===== config.mk =====
export PLATFORM = sky130hd
export DESIGN_NAME = css_top
export DESIGN_NICKNAME = d
export VERILOG_FILES = /design/src/css_pkg.sv /design/src/css_link_fsm.sv /design/src/css_top.sv
export SDC_FILE = /design/constraint.sdc
export NUM_CORES = 1
export LEC_CHECK = 0
export BUFFER_PORTS_ARGS = -buffer_cell sky130_fd_sc_hd__buf_2
export CORE_ASPECT_RATIO = 1.4
export CORE_UTILIZATION = 43
export CTS_BUF_LIST = sky130_fd_sc_hd__clkbuf_8 sky130_fd_sc_hd__clkbuf_16
export CTS_CLUSTER_DIAMETER = 200
export DETAILED_ROUTE_END_ITERATION = 6
export HOLD_SLACK_MARGIN = 0.12
export PLACE_DENSITY = 0.72
export SETUP_SLACK_MARGIN = 0.2
export SLEW_MARGIN = 20
export SYNTH_ARGS = -nofsm -noshare
export SYNTH_HDL_FRONTEND = slang
export SYNTH_SLANG_ARGS = --single-unit

===== constraint.sdc =====
create_clock -name clk_i -period 2.2 [get_ports clk_i]
set_clock_uncertainty 0.15 [all_clocks]
set_input_delay 0.11 -clock clk_i [delete_from_list [all_inputs] [get_ports clk_i]]
set_output_delay 0.11 -clock clk_i [all_outputs]
set_load 0.02 [all_outputs]

===== src/css_pkg.sv =====
/*
  constants shared by the converter startup sequencer: register offsets,
  field positions, reset values and timing counts.
  assumes a 50 MHz system clock and a 32-bit classic wishbone slave port.
*/
package css_pkg;
  // clock period in ns
  localparam int unsigned CLK_PERIOD_NS = 20;
  // quiet time after a software restart, in ns, and in cycles (rounded up)
  localparam int unsigned RESTART_QUIET_NS = 1000;
  localparam int unsigned RESTART_QUIET_CYC = (RESTART_QUIET_NS + CLK_PERIOD_NS - 1) / CLK_PERIOD_NS;
  // register byte offsets
  localparam logic [7:0] OFS_CTRL = 8'h00;
  localparam logic [7:0] OFS_LINK_CFG = 8'h04;
  localparam logic [7:0] OFS_CAL_CFG = 8'h08;
  localparam logic [7:0] OFS_STATUS = 8'h0c;
  // control register bits
  localparam int unsigned CTRL_RESTART_BIT = 0;
  localparam int unsigned CTRL_LINK_EN_BIT = 1;
  localparam int unsigned CTRL_CAL_EN_BIT = 2;
  localparam int unsigned CTRL_TRIG_BIT = 3;
  localparam int unsigned CTRL_OVERRANGE_BIT = 4;
  // link config fields
  localparam int unsigned LCFG_MODE_LSB = 0;
  localparam int unsigned LCFG_MFLEN_LSB = 8;
  localparam int unsigned LCFG_SYNC_SEL_BIT = 16;
  // calibration config bits
  localparam int unsigned CCFG_BG_BIT = 0;
  localparam int unsigned CCFG_OFS_BIT = 1;
  // status bits
  localparam int unsigned ST_BUSY_BIT = 0;
  localparam int unsigned ST_LINK_UP_BIT = 1;
  localparam int unsigned ST_CAL_RUN_BIT = 2;
  localparam int unsigned ST_RAIL_BIT = 3;
  localparam int unsigned ST_CAL_DONE_BIT = 4;
  // reset values
  localparam logic [4:0] CTRL_RESET = 5'h06;
  localparam logic [4:0] MODE_RESET = 5'h00;
  localparam logic [7:0] MFLEN_RESET = 8'h1f;
  // calibration run length in cycles
  localparam int unsigned CAL_RUN_CYC = 64;
  // link states
  typedef enum logic [1:0] {CSS_LINK_OFF, CSS_LINK_CGS, CSS_LINK_ILA, CSS_LINK_DATA} css_link_state_t;
endpackage


===== src/css_link_fsm.sv =====
/*
  link transmitter state machine: walks code-group sync, lane alignment and
  data states in answer to the receiver's sync request.
  assumes sync_n_i is active low and synchronous to clk_i.
*/
module css_link_fsm
  import css_pkg::*;
#(
  parameter int unsigned ILA_CYC = 16
) (
  // clock and reset
  input wire logic clk_i,
  input wire logic rst_i,
  // control
  input wire logic enable_i,
  input wire logic sync_n_i,
  // state
  output logic [1:0] state_o
);
  css_link_state_t state_q;
  logic [7:0] cnt_q;

  // link sequencing on the sync request
  always_ff @(posedge clk_i)
  begin
    if (rst_i || !enable_i)
    begin
      state_q <= CSS_LINK_OFF;
      cnt_q <= 8'h00;
    end
    else
    begin
      case (state_q)
        CSS_LINK_OFF: state_q <= CSS_LINK_CGS;
        CSS_LINK_CGS:
        begin
          cnt_q <= 8'h00;
          if (sync_n_i)
            state_q <= CSS_LINK_ILA;
        end
        CSS_LINK_ILA:
        begin
          cnt_q <= cnt_q + 8'h01;
          if (!sync_n_i)
            state_q <= CSS_LINK_CGS;
          else if (cnt_q == 8'(ILA_CYC - 1))
            state_q <= CSS_LINK_DATA;
        end
        default:
        begin
          if (!sync_n_i)
            state_q <= CSS_LINK_CGS;
        end
      endcase
    end
  end

  assign state_o = state_q;
endmodule // css_link_fsm


===== src/css_top.sv =====
/*
  converter startup sequencer: wishbone register file for restart, link and
  calibration enables, link and calibration options, a calibration engine and
  the low rail regulator enable.
  assumes a classic wishbone master, synchronous inputs and a 50 MHz clock.
*/
// Our own choices: the register addresses and the Wishbone slave port.
// Overview of operation
// - clearing link enable halts the link machine before link changes.
// - clearing calibration enable halts calibration before reconfiguring.
// - sync source selects single-ended pin or timestamp differential pair.
// - setting calibration enable restarts the calibration machine.
// - setting link enable restarts the link machine.
// - link transmitter sequences states on the receiver sync request.
// - a zero-to-one write of the trigger bit starts a calibration run while calibration enable is set.
module css_top
  import css_pkg::*;
(
  // clock and reset
  input wire logic clk_i,
  input wire logic rst_i,
  // wishbone slave
  input wire logic cyc_i,
  input wire logic stb_i,
  input wire logic we_i,
  input wire logic [7:0] adr_i,
  input wire logic [3:0] sel_i,
  input wire logic [31:0] dat_i,
  output logic [31:0] dat_o,
  output logic ack_o,
  // sync inputs
  input wire logic single_ended_sync_pin_n_i,
  input wire logic timestamp_sync_n_i,
  // supplies
  input wire logic analog_high_rail_good_i,
  output logic low_voltage_rails_en_o,
  // converter controls
  output logic soft_restart_o,
  output logic link_engine_enable_o,
  output logic [4:0] link_mode_select_o,
  output logic [7:0] multiframe_len_minus_one_o,
  output logic cal_background_o,
  output logic cal_offset_en_o,
  output logic cal_running_o,
  output logic overrange_detect_enable_o,
  output logic [1:0] link_state_o
);
  // registers and internal nets
  logic [4:0] ctrl_q;
  logic [4:0] mode_q;
  logic [7:0] mflen_q;
  logic sync_sel_q;
  logic [1:0] ccfg_q;
  logic [15:0] quiet_q;
  logic [7:0] cal_cnt_q;
  logic cal_run_q;
  logic cal_done_q;
  logic trig_prev_q;
  logic ack_q;
  logic [31:0] dat_q;
  logic rail_en_q;
  logic sync_n_d;
  logic [1:0] link_state;
  logic wr_stb;
  logic trig_wr;

  // unmapped writes are dropped but still acknowledged
  // a write lands on the first cycle of a request
  assign wr_stb = cyc_i && stb_i && we_i && !ack_q;
  assign trig_wr = wr_stb && (adr_i == OFS_CTRL) && sel_i[0];

  // bus acknowledge, one cycle after the request is seen
  always_ff @(posedge clk_i)
  begin
    if (rst_i)
      ack_q <= 1'b0;
    else
      ack_q <= cyc_i && stb_i && !ack_q;
  end

  // control register; restart bit self-clears after the quiet time
  always_ff @(posedge clk_i)
  begin
    if (rst_i)
      ctrl_q <= CTRL_RESET;
    else if (trig_wr)
      ctrl_q <= dat_i[4:0];
    else if (ctrl_q[CTRL_RESTART_BIT] && quiet_q == 16'h0001)
      ctrl_q[CTRL_RESTART_BIT] <= 1'b0;
  end

  // restart quiet counter; writes during it are still taken
  always_ff @(posedge clk_i)
  begin
    if (rst_i)
      quiet_q <= 16'h0000;
    else if (trig_wr && dat_i[CTRL_RESTART_BIT])
      quiet_q <= 16'(RESTART_QUIET_CYC);
    else if (quiet_q != 16'h0000)
      quiet_q <= quiet_q - 16'h0001;
  end

  // link and calibration option registers
  always_ff @(posedge clk_i)
  begin
    if (rst_i)
    begin
      mode_q <= MODE_RESET;
      mflen_q <= MFLEN_RESET;
      sync_sel_q <= 1'b0;
      ccfg_q <= 2'h0;
    end
    else if (wr_stb && adr_i == OFS_LINK_CFG)
    begin
      if (sel_i[0])
        mode_q <= dat_i[LCFG_MODE_LSB +: 5];
      if (sel_i[1])
        mflen_q <= dat_i[LCFG_MFLEN_LSB +: 8];
      if (sel_i[2])
        sync_sel_q <= dat_i[LCFG_SYNC_SEL_BIT];
    end
    else if (wr_stb && adr_i == OFS_CAL_CFG && sel_i[0])
      ccfg_q <= dat_i[1:0];
  end

  // calibration engine: runs on a rising trigger while enabled
  always_ff @(posedge clk_i)
  begin
    if (rst_i)
    begin
      trig_prev_q <= 1'b0;
      cal_run_q <= 1'b0;
      cal_cnt_q <= 8'h00;
      cal_done_q <= 1'b0;
    end
    else
    begin
      trig_prev_q <= ctrl_q[CTRL_TRIG_BIT];
      if (!ctrl_q[CTRL_CAL_EN_BIT])
      begin
        cal_run_q <= 1'b0;
        cal_cnt_q <= 8'h00;
      end
      else if (ctrl_q[CTRL_TRIG_BIT] && !trig_prev_q && !cal_run_q)
      begin
        cal_run_q <= 1'b1;
        cal_cnt_q <= 8'(CAL_RUN_CYC - 1);
        cal_done_q <= 1'b0;
      end
      else if (cal_run_q)
      begin
        cal_cnt_q <= cal_cnt_q - 8'h01;
        if (cal_cnt_q == 8'h00)
        begin
          cal_run_q <= 1'b0;
          cal_done_q <= 1'b1;
        end
      end
    end
  end

  // sync source choice
  assign sync_n_d = sync_sel_q ? timestamp_sync_n_i : single_ended_sync_pin_n_i;

  // link transmitter state machine
  css_link_fsm u_css_link_fsm (
    .clk_i(clk_i),
    .rst_i(rst_i),
    .enable_i(ctrl_q[CTRL_LINK_EN_BIT]),
    .sync_n_i(sync_n_d),
    .state_o(link_state)
  );

  // low rail enable follows high rail good one cycle later, on both the rise and the fall
  always_ff @(posedge clk_i)
  begin
    if (rst_i)
      rail_en_q <= 1'b0;
    else
      rail_en_q <= analog_high_rail_good_i;
  end

  // read data mux
  always_ff @(posedge clk_i)
  begin
    if (rst_i)
      dat_q <= 32'h0000_0000;
    else if (adr_i == OFS_CTRL)
      dat_q <= {27'h0, ctrl_q};
    else if (adr_i == OFS_LINK_CFG)
      dat_q <= {15'h0, sync_sel_q, mflen_q, 3'h0, mode_q};
    else if (adr_i == OFS_CAL_CFG)
      dat_q <= {30'h0, ccfg_q};
    else if (adr_i == OFS_STATUS)
      dat_q <= {27'h0, cal_done_q, rail_en_q, cal_run_q, link_state == 2'h3, quiet_q != 16'h0000};
    else
      dat_q <= 32'h0000_0000; // unmapped reads as zero
  end

  // every output is a register or a plain copy of one
  assign ack_o = ack_q;
  assign dat_o = dat_q;
  assign low_voltage_rails_en_o = rail_en_q;
  assign soft_restart_o = ctrl_q[CTRL_RESTART_BIT];
  assign link_engine_enable_o = ctrl_q[CTRL_LINK_EN_BIT];
  assign overrange_detect_enable_o = ctrl_q[CTRL_OVERRANGE_BIT];
  assign link_mode_select_o = mode_q;
  assign multiframe_len_minus_one_o = mflen_q;
  assign cal_background_o = ccfg_q[CCFG_BG_BIT];
  assign cal_offset_en_o = ccfg_q[CCFG_OFS_BIT];
  assign cal_running_o = cal_run_q;
  assign link_state_o = link_state;
endmodule // css_top


* After elaboration in Yosys (flattened, before gate mapping)
Index checks and enable logic that the tools add are counted.
** Cells by class
- Reductions and logical operators :: 38
- Bitwise operators :: 2
- $add $sub $neg :: 3
- Multiplexer cells :: 23
- Eq/ne operators :: 11
** Operators with widths (number)
- $eq A8 B4 Y1 const B :: 3
- $mux W6 :: 4
- $mux W17 :: 1
- $eq A16 B1 Y1 const B :: 1
- $logic_not A8 Y1 :: 2
- $pmux W8 S2 :: 1
- $reduce_bool A16 Y1 :: 1
- $sub A16 B1 Y16 const B :: 1
- $mux W5 :: 3
- $logic_and A1 B1 Y1 :: 13
- $reduce_bool A2 Y1 :: 5
- $mux W1 :: 9
- $add A8 B1 Y8 const B :: 1
- $eq A8 B3 Y1 const B :: 1
- $mux W2 :: 4
- $reduce_and A2 Y1 :: 4
- $sub A8 B1 Y8 const B :: 1
- $pmux W2 S3 :: 1
- $reduce_and A3 Y1 :: 2
- $reduce_or A2 Y1 :: 3
- $eq A2 B2 Y1 const B :: 2
- $logic_not A1 Y1 :: 4
- $ne A4 B4 Y1 const B :: 1
- $reduce_or A4 Y1 :: 1
- 7 further kinds :: 8
** Storage, ports and cells
- Output and inout port bits :: 55
- Bits of input ports :: 52
- Flip-flop bits (word level) :: 92
- Word-level logic and storage cells :: 97

* Depth between registers and ports, before layout
- Depth after elaboration :: 7
- Mapped depth :: 7
- Mapped depth without buffers :: 6

* Modules after synthesis
From an unflattened synthesis, not the netlist that was laid out.
** Second synthesis, totals
- Cells, all modules :: 371
- Area total of the unflattened synthesis :: 3465.8 sq um
** By module, submodules not included
- css_top :: cells each 312, area each 2937.8 sq um, times used 1, sequential area each 1281.2 sq um
- css_link_fsm :: cells each 59, area each 528.0 sq um, times used 1, sequential area each 200.2 sq um

* Worst setup path after synthesis
No wires, ideal clock.
- Path type :: register to register
- From :: register u_css_link_fsm.state_q[0] (netlist: u_css_link_fsm.state_o[0])
- To :: register u_css_link_fsm.cnt_q[5]
- Period minus slack after synthesis :: 2.076 ns
- Stages on the path, launching flop included :: 7
- Path buffers :: 1
- Slack :: 0.124 ns
- Data arrival time :: 1.854 ns
- Library setup time :: 0.072 ns
- Data required time :: 1.978 ns
- Cells stage by stage :: dfxtp_1 -> inv_1 -> ha_1 -> clkbuf_1 -> nand4_1 -> or3_1 -> a21oi_1
** Between the ends
- Longest elaborated chain between the ends :: 2
- Elaborated cells on any way between the ends :: 4
- Those cells by class :: eq/ne: 2; mux: 1; reduce/logical: 1
** RTL lines
- start: declaration :: line css_link_fsm.sv:20 : css_link_state_t state_q;
- start signal: assignment :: line css_link_fsm.sv:28 : state_q <= CSS_LINK_OFF;
- start signal: assignment :: line css_link_fsm.sv:34 : CSS_LINK_OFF: state_q <= CSS_LINK_CGS;
- start signal: assignment :: line css_link_fsm.sv:39 : state_q <= CSS_LINK_ILA;
- $eq A2 B2 Y1 or $eq A2 B1 Y1 (tied branches) :: line css_link_fsm.sv:33 : case (state_q)
- $pmux W8 S2 or $reduce_bool A2 Y1 (tied branches)
- end signal: assignment :: line css_link_fsm.sv:43 : cnt_q <= cnt_q + 8'h01;
- end: declaration :: line css_link_fsm.sv:21 : logic [7:0] cnt_q;
Several ways; a longest one is shown, not always the timed one.
A chain may end at the register's enable or synchronous reset.

* Worst setup path in the final report
- From :: register quiet_q[0]
- To :: register dat_q[0] (netlist: dat_o[0])
** Between the ends
- Longest elaborated chain between the ends :: 5
** RTL lines
- start: declaration :: line css_top.sv:54 : logic [15:0] quiet_q;
- start signal: assignment :: line css_top.sv:98 : quiet_q <= 16'(RESTART_QUIET_CYC);
- start signal: assignment :: line css_top.sv:100 : quiet_q <= quiet_q - 16'h0001;
- $reduce_bool A16 Y1 :: line css_top.sv:195 : dat_q <= {27'h0, cal_done_q, rail_en_q, cal_run_q, link_state == 2'h3, quiet_q != 16'h0000};
- $mux W5 :: line css_top.sv:194 : else if (adr_i == OFS_STATUS)
- $mux W5 :: line css_top.sv:192 : else if (adr_i == OFS_CAL_CFG)
- $mux W17 :: line css_top.sv:190 : else if (adr_i == OFS_LINK_CFG)
- $mux W5 :: line css_top.sv:188 : else if (adr_i == OFS_CTRL)
- end signal: assignment :: line css_top.sv:189 : dat_q <= {27'h0, ctrl_q};
- end signal: assignment :: line css_top.sv:191 : dat_q <= {15'h0, sync_sel_q, mflen_q, 3'h0, mode_q};
- end signal: assignment :: line css_top.sv:193 : dat_q <= {30'h0, ccfg_q};
- end: declaration :: line css_top.sv:60 : logic [31:0] dat_q;
No other way between the ends.

==> flow_metrics.env <==
export IMPL_status="complete, no violations"
export IMPL_die_area_mm2=0.00837
export IMPL_worstReg2RegEnd="dat_o[0]"
export IMPL_vias_per_cell=5.20
export IMPL_synth_top_area_cell="dfxtp_1"
export IMPL_wl_met1_um=3550
export IMPL_initial_core_util_pct=44.4
export IMPL_min_path_cells=5
export IMPL_path_clk_slew_ns=0.08
export IMPL_drc_errors=0
export IMPL_stdcell_area_mm2=0.00447
export IMPL_core_area_mm2=0.00775
export IMPL_vdd_drop_max_mv=0.481
export IMPL_max_stage_delay_ns=0.48
export IMPL_crit_reg2reg_launch="quiet_q[0]"
export IMPL_h_tree_depth=3
export IMPL_ff2ff_setup_slack_ns=0.20
export IMPL_grt_max_degree=23
export IMPL_slowest_stage="mux4_2"
export IMPL_route_vias_total=3022
export IMPL_critPathRequiredTime_ns=2.30
export IMPL_synth_top_area_share_pct=43.0
export IMPL_worst_slew_pin_slew_ns=0.529
export IMPL_cts_tree="yes"
export IMPL_post_place_cells=528
export IMPL_clkSinkCount=74
export IMPL_post_synth_top_count_cell="dfxtp_1"
export IMPL_grt_pass1_wl_um=13500
export IMPL_synth_top_family_by_area="simple AND/OR/NAND/NOR gates"
export IMPL_max_slew_margin_rel_pct=64.5
export IMPL_worst_slack_ns=0.201
export IMPL_row_count=38
export IMPL_r2r_cells=6
export IMPL_synth_edf_count=0
export IMPL_cts_buffers=9
export IMPL_chipWidth_um=77.6
export IMPL_synth_fa_ha_area_share_pct=4.00
export IMPL_syn_to_final_growth_pct=29.9
export IMPL_wl_met3_um=399
export IMPL_place_area_mm2=0.00387
export IMPL_wl_per_cell_um=14.6
export IMPL_antenna_found_initial=0
export IMPL_synth_distinct_cells=54
export IMPL_finalWirelength_um=8470
export IMPL_crit_family="simple AND/OR/NAND/NOR gates"
export IMPL_gp_congestion=0.915
export IMPL_grt_pass1_vias=2833
export IMPL_finalCriticalPeriod_ns=2.00
export IMPL_portBuffers=69
export IMPL_setup_tns_ns=0
export IMPL_finalNonFillerCells=581
export IMPL_synth_cells_most_frequent="74 x dfxtp_1, 35 x nor2_1, 29 x nand2_1"
export IMPL_path_max_fanout=4
export IMPL_cp_arrival_ns=2.10
export IMPL_crit_buf_inv=1
export IMPL_ys_async_sr_fraction_pct=0
export IMPL_netlist_area_mm2=0.00344
export IMPL_p_clk_share_pct=25.0
export IMPL_synth_compound_area_share_pct=9.52
export IMPL_layout_nets=539
export IMPL_startpoint_type="flip-flop"
export IMPL_ys_ff_latch=74
export IMPL_first_pass_iters=4
export IMPL_slew_viol_final=0
export IMPL_period_share_pct=90.9
export IMPL_dp_hpwl_um=5740
export IMPL_utilization_pct=57.7
export IMPL_drv_cap=0
export IMPL_synth_area_per_cell_um2=9.51
export IMPL_netSwitchingPower_mw=1.54
export IMPL_synthSimpleGateAreaFrac_pct=25.1
export IMPL_post_place_ws_ns=0.151
export IMPL_powerDensity_mw_per_mm2=968
export IMPL_setup_violations=0
export IMPL_power_internal_mw=2.79
export IMPL_root_buffer="clkbuf_8"
export IMPL_dieHeight_um=108
export IMPL_clk_path_buf_depth=2
export IMPL_total_power_mw=4.33
export IMPL_diodes=0
export IMPL_synth_xor_area_share_pct=2.29
export IMPL_synthMuxAreaShare_pct=9.59
export IMPL_wl_met2_um=4400
export IMPL_dr_first_iter_drc_count=193
export IMPL_drive_gt1_share_pct=27.4
export IMPL_hold_ws_ns=0.129
export IMPL_ys_seq_area_share_pct=43.0
export IMPL_power_frac_comb_pct=36.0
export IMPL_grtUsageTotal_pct=20.9
export IMPL_synth_cells=362
export IMPL_grt_setup_unrepaired="true"
export IMPL_synthFlopType="dfxtp_1"
export IMPL_drt_antenna_violating_nets=0
export IMPL_p_seq_share_pct=39.0
export IMPL_leakagePower_nw=2.00
export IMPL_grt_overflow_total=0
export IMPL_clkLatencyLatePin_ns=0.35
export IMPL_fmax_ghz=0.500
export IMPL_hold_viol_final=0
export IMPL_top_layer_used="met4"
export IMPL_end_kind="flip-flop"
export IMPL_netSwitchingFraction_pct=35.5
export IMPL_worst_hold_path_type="primary input to flip-flop"
export IMPL_fillers=674
export IMPL_ioPinCount=107
export IMPL_whs_endpoint="dat_o[1]"
export IMPL_yosys_warnings=0
export IMPL_hp_start="adr_i[4]"
export IMPL_cp_cell_sequence="inv_1 -> ha_2 -> nor4b_4 -> nand4_1 -> mux4_2 -> nor2b_1"
export IMPL_synth_area_leaders="dfxtp_1 43%, mux2i_1 7.0%, ha_1 4.0%"
export IMPL_criticalPathCategory="flip-flop to flip-flop"
[registers in the layout (all words and copies together), names as in the netlist]
name / cells
dat_o: 14
sync_sel_q: 1
ccfg_q: 2
u_css_link_fsm.state_o: 2
link_mode_select_o: 5
u_css_link_fsm.cnt_q: 8
cal_running_o: 1
multiframe_len_minus_one_o: 8
trig_prev_q: 1
cal_cnt_q: 8
ack_o: 1
low_voltage_rails_en_o: 1
ctrl_q: 5
cal_done_q: 1
quiet_q: 16
[power groups by stage]
stage	sequential [mW]	combinational, mW	clock [mW]
after detailed placement	1.69	1.31	0
final	1.69	1.56	1.08
after floorplan	1.67	1.01	0
after global placement	1.68	1.26	0
after CTS	1.66	1.36	1.10
after global routing	1.71	1.72	1.17
[metal layers]
| metal | up-vias | GRT usage (%) |
|---|---|---|
| li1 | 1482 | - |
| met1 | 1441 | 24.1 |
| met2 | 87 | 37.2 |
| met3 | 12 | 5.08 |
| met4 | 0 | 7.55 |
| met5 | - | 0 |
[placed cells by master (no fill, tap or decap), drive strengths merged, types with 4 or more instances in the layout]
cell,count
nand3,4
mux2i,24
dfxtp,74
and4b,6
o21ai,7
ha,11
nand4,11
inv,11
nor2,35
buf,90
a21oi,17
mux2,4
o31ai,6
dlygate4sd3,25
and2,11
a211oi,6
nor2b,7
xor2,7
or4,4
or3,8
conb,18
nor3,11
nand2,29
nor4,4
clkbuf,11
[worst reg2reg max path, delay by kind of cell, from the launching register on]
family                   cells  cell delay [ns]
buffers and inverters        1             0.12
AND/OR/NAND/NOR              3             0.58
flip-flops                   1             0.34
multiplexers                 1             0.48
adder cells (fa/ha/maj)      1             0.23
[worst max path at each step]
| stage | from | end | slack, ns | depth (start not counted) |
|---|---|---|---|---|
| after floorplan | quiet_q[0] | dat_o[0] | 0.24 | 6 |
| after global placement | quiet_q[0] | dat_o[0] | 0.21 | 6 |
| after detailed placement | quiet_q[0] | dat_o[0] | 0.15 | 6 |
| after CTS | cyc_i | multiframe_len_minus_one_o[5] | 0.21 | 8 |
| after global routing | quiet_q[0] | dat_o[0] | 0.12 | 6 |
| final | quiet_q[0] | dat_o[0] | 0.20 | 6 |
[what timing repair did]
item                                    in CTS  in global routing
endpoints found under the setup margin       4                 26
hold endpoints to repair                    32                  0
hold buffers                                27                  0
resized for setup                            4                  9
buffers inserted                             0                 12
pin swaps                                    0                  3
[kinds of logic after synthesis]
group           after synthesis
compound gates               50
xor+xnor                      9
fa+ha+maj                    11
buf+inv                      40
flops                        74
mux                          30
other cells                   1
simple gates                147
[layout make-up]
cell class	count	area (um^2)	share of cell area, %
clock buffers	11	151	3.38
multi-input cells	265	1860	41.6
flip-flops and latches	74	1490	33.2
repair buffers	115	757	16.9
well taps	100	125	2.80
clock inverters	5	52.6	1.17
inverters	11	41.3	0.923
No activity file was read; power rests on OpenSTA's default activity.
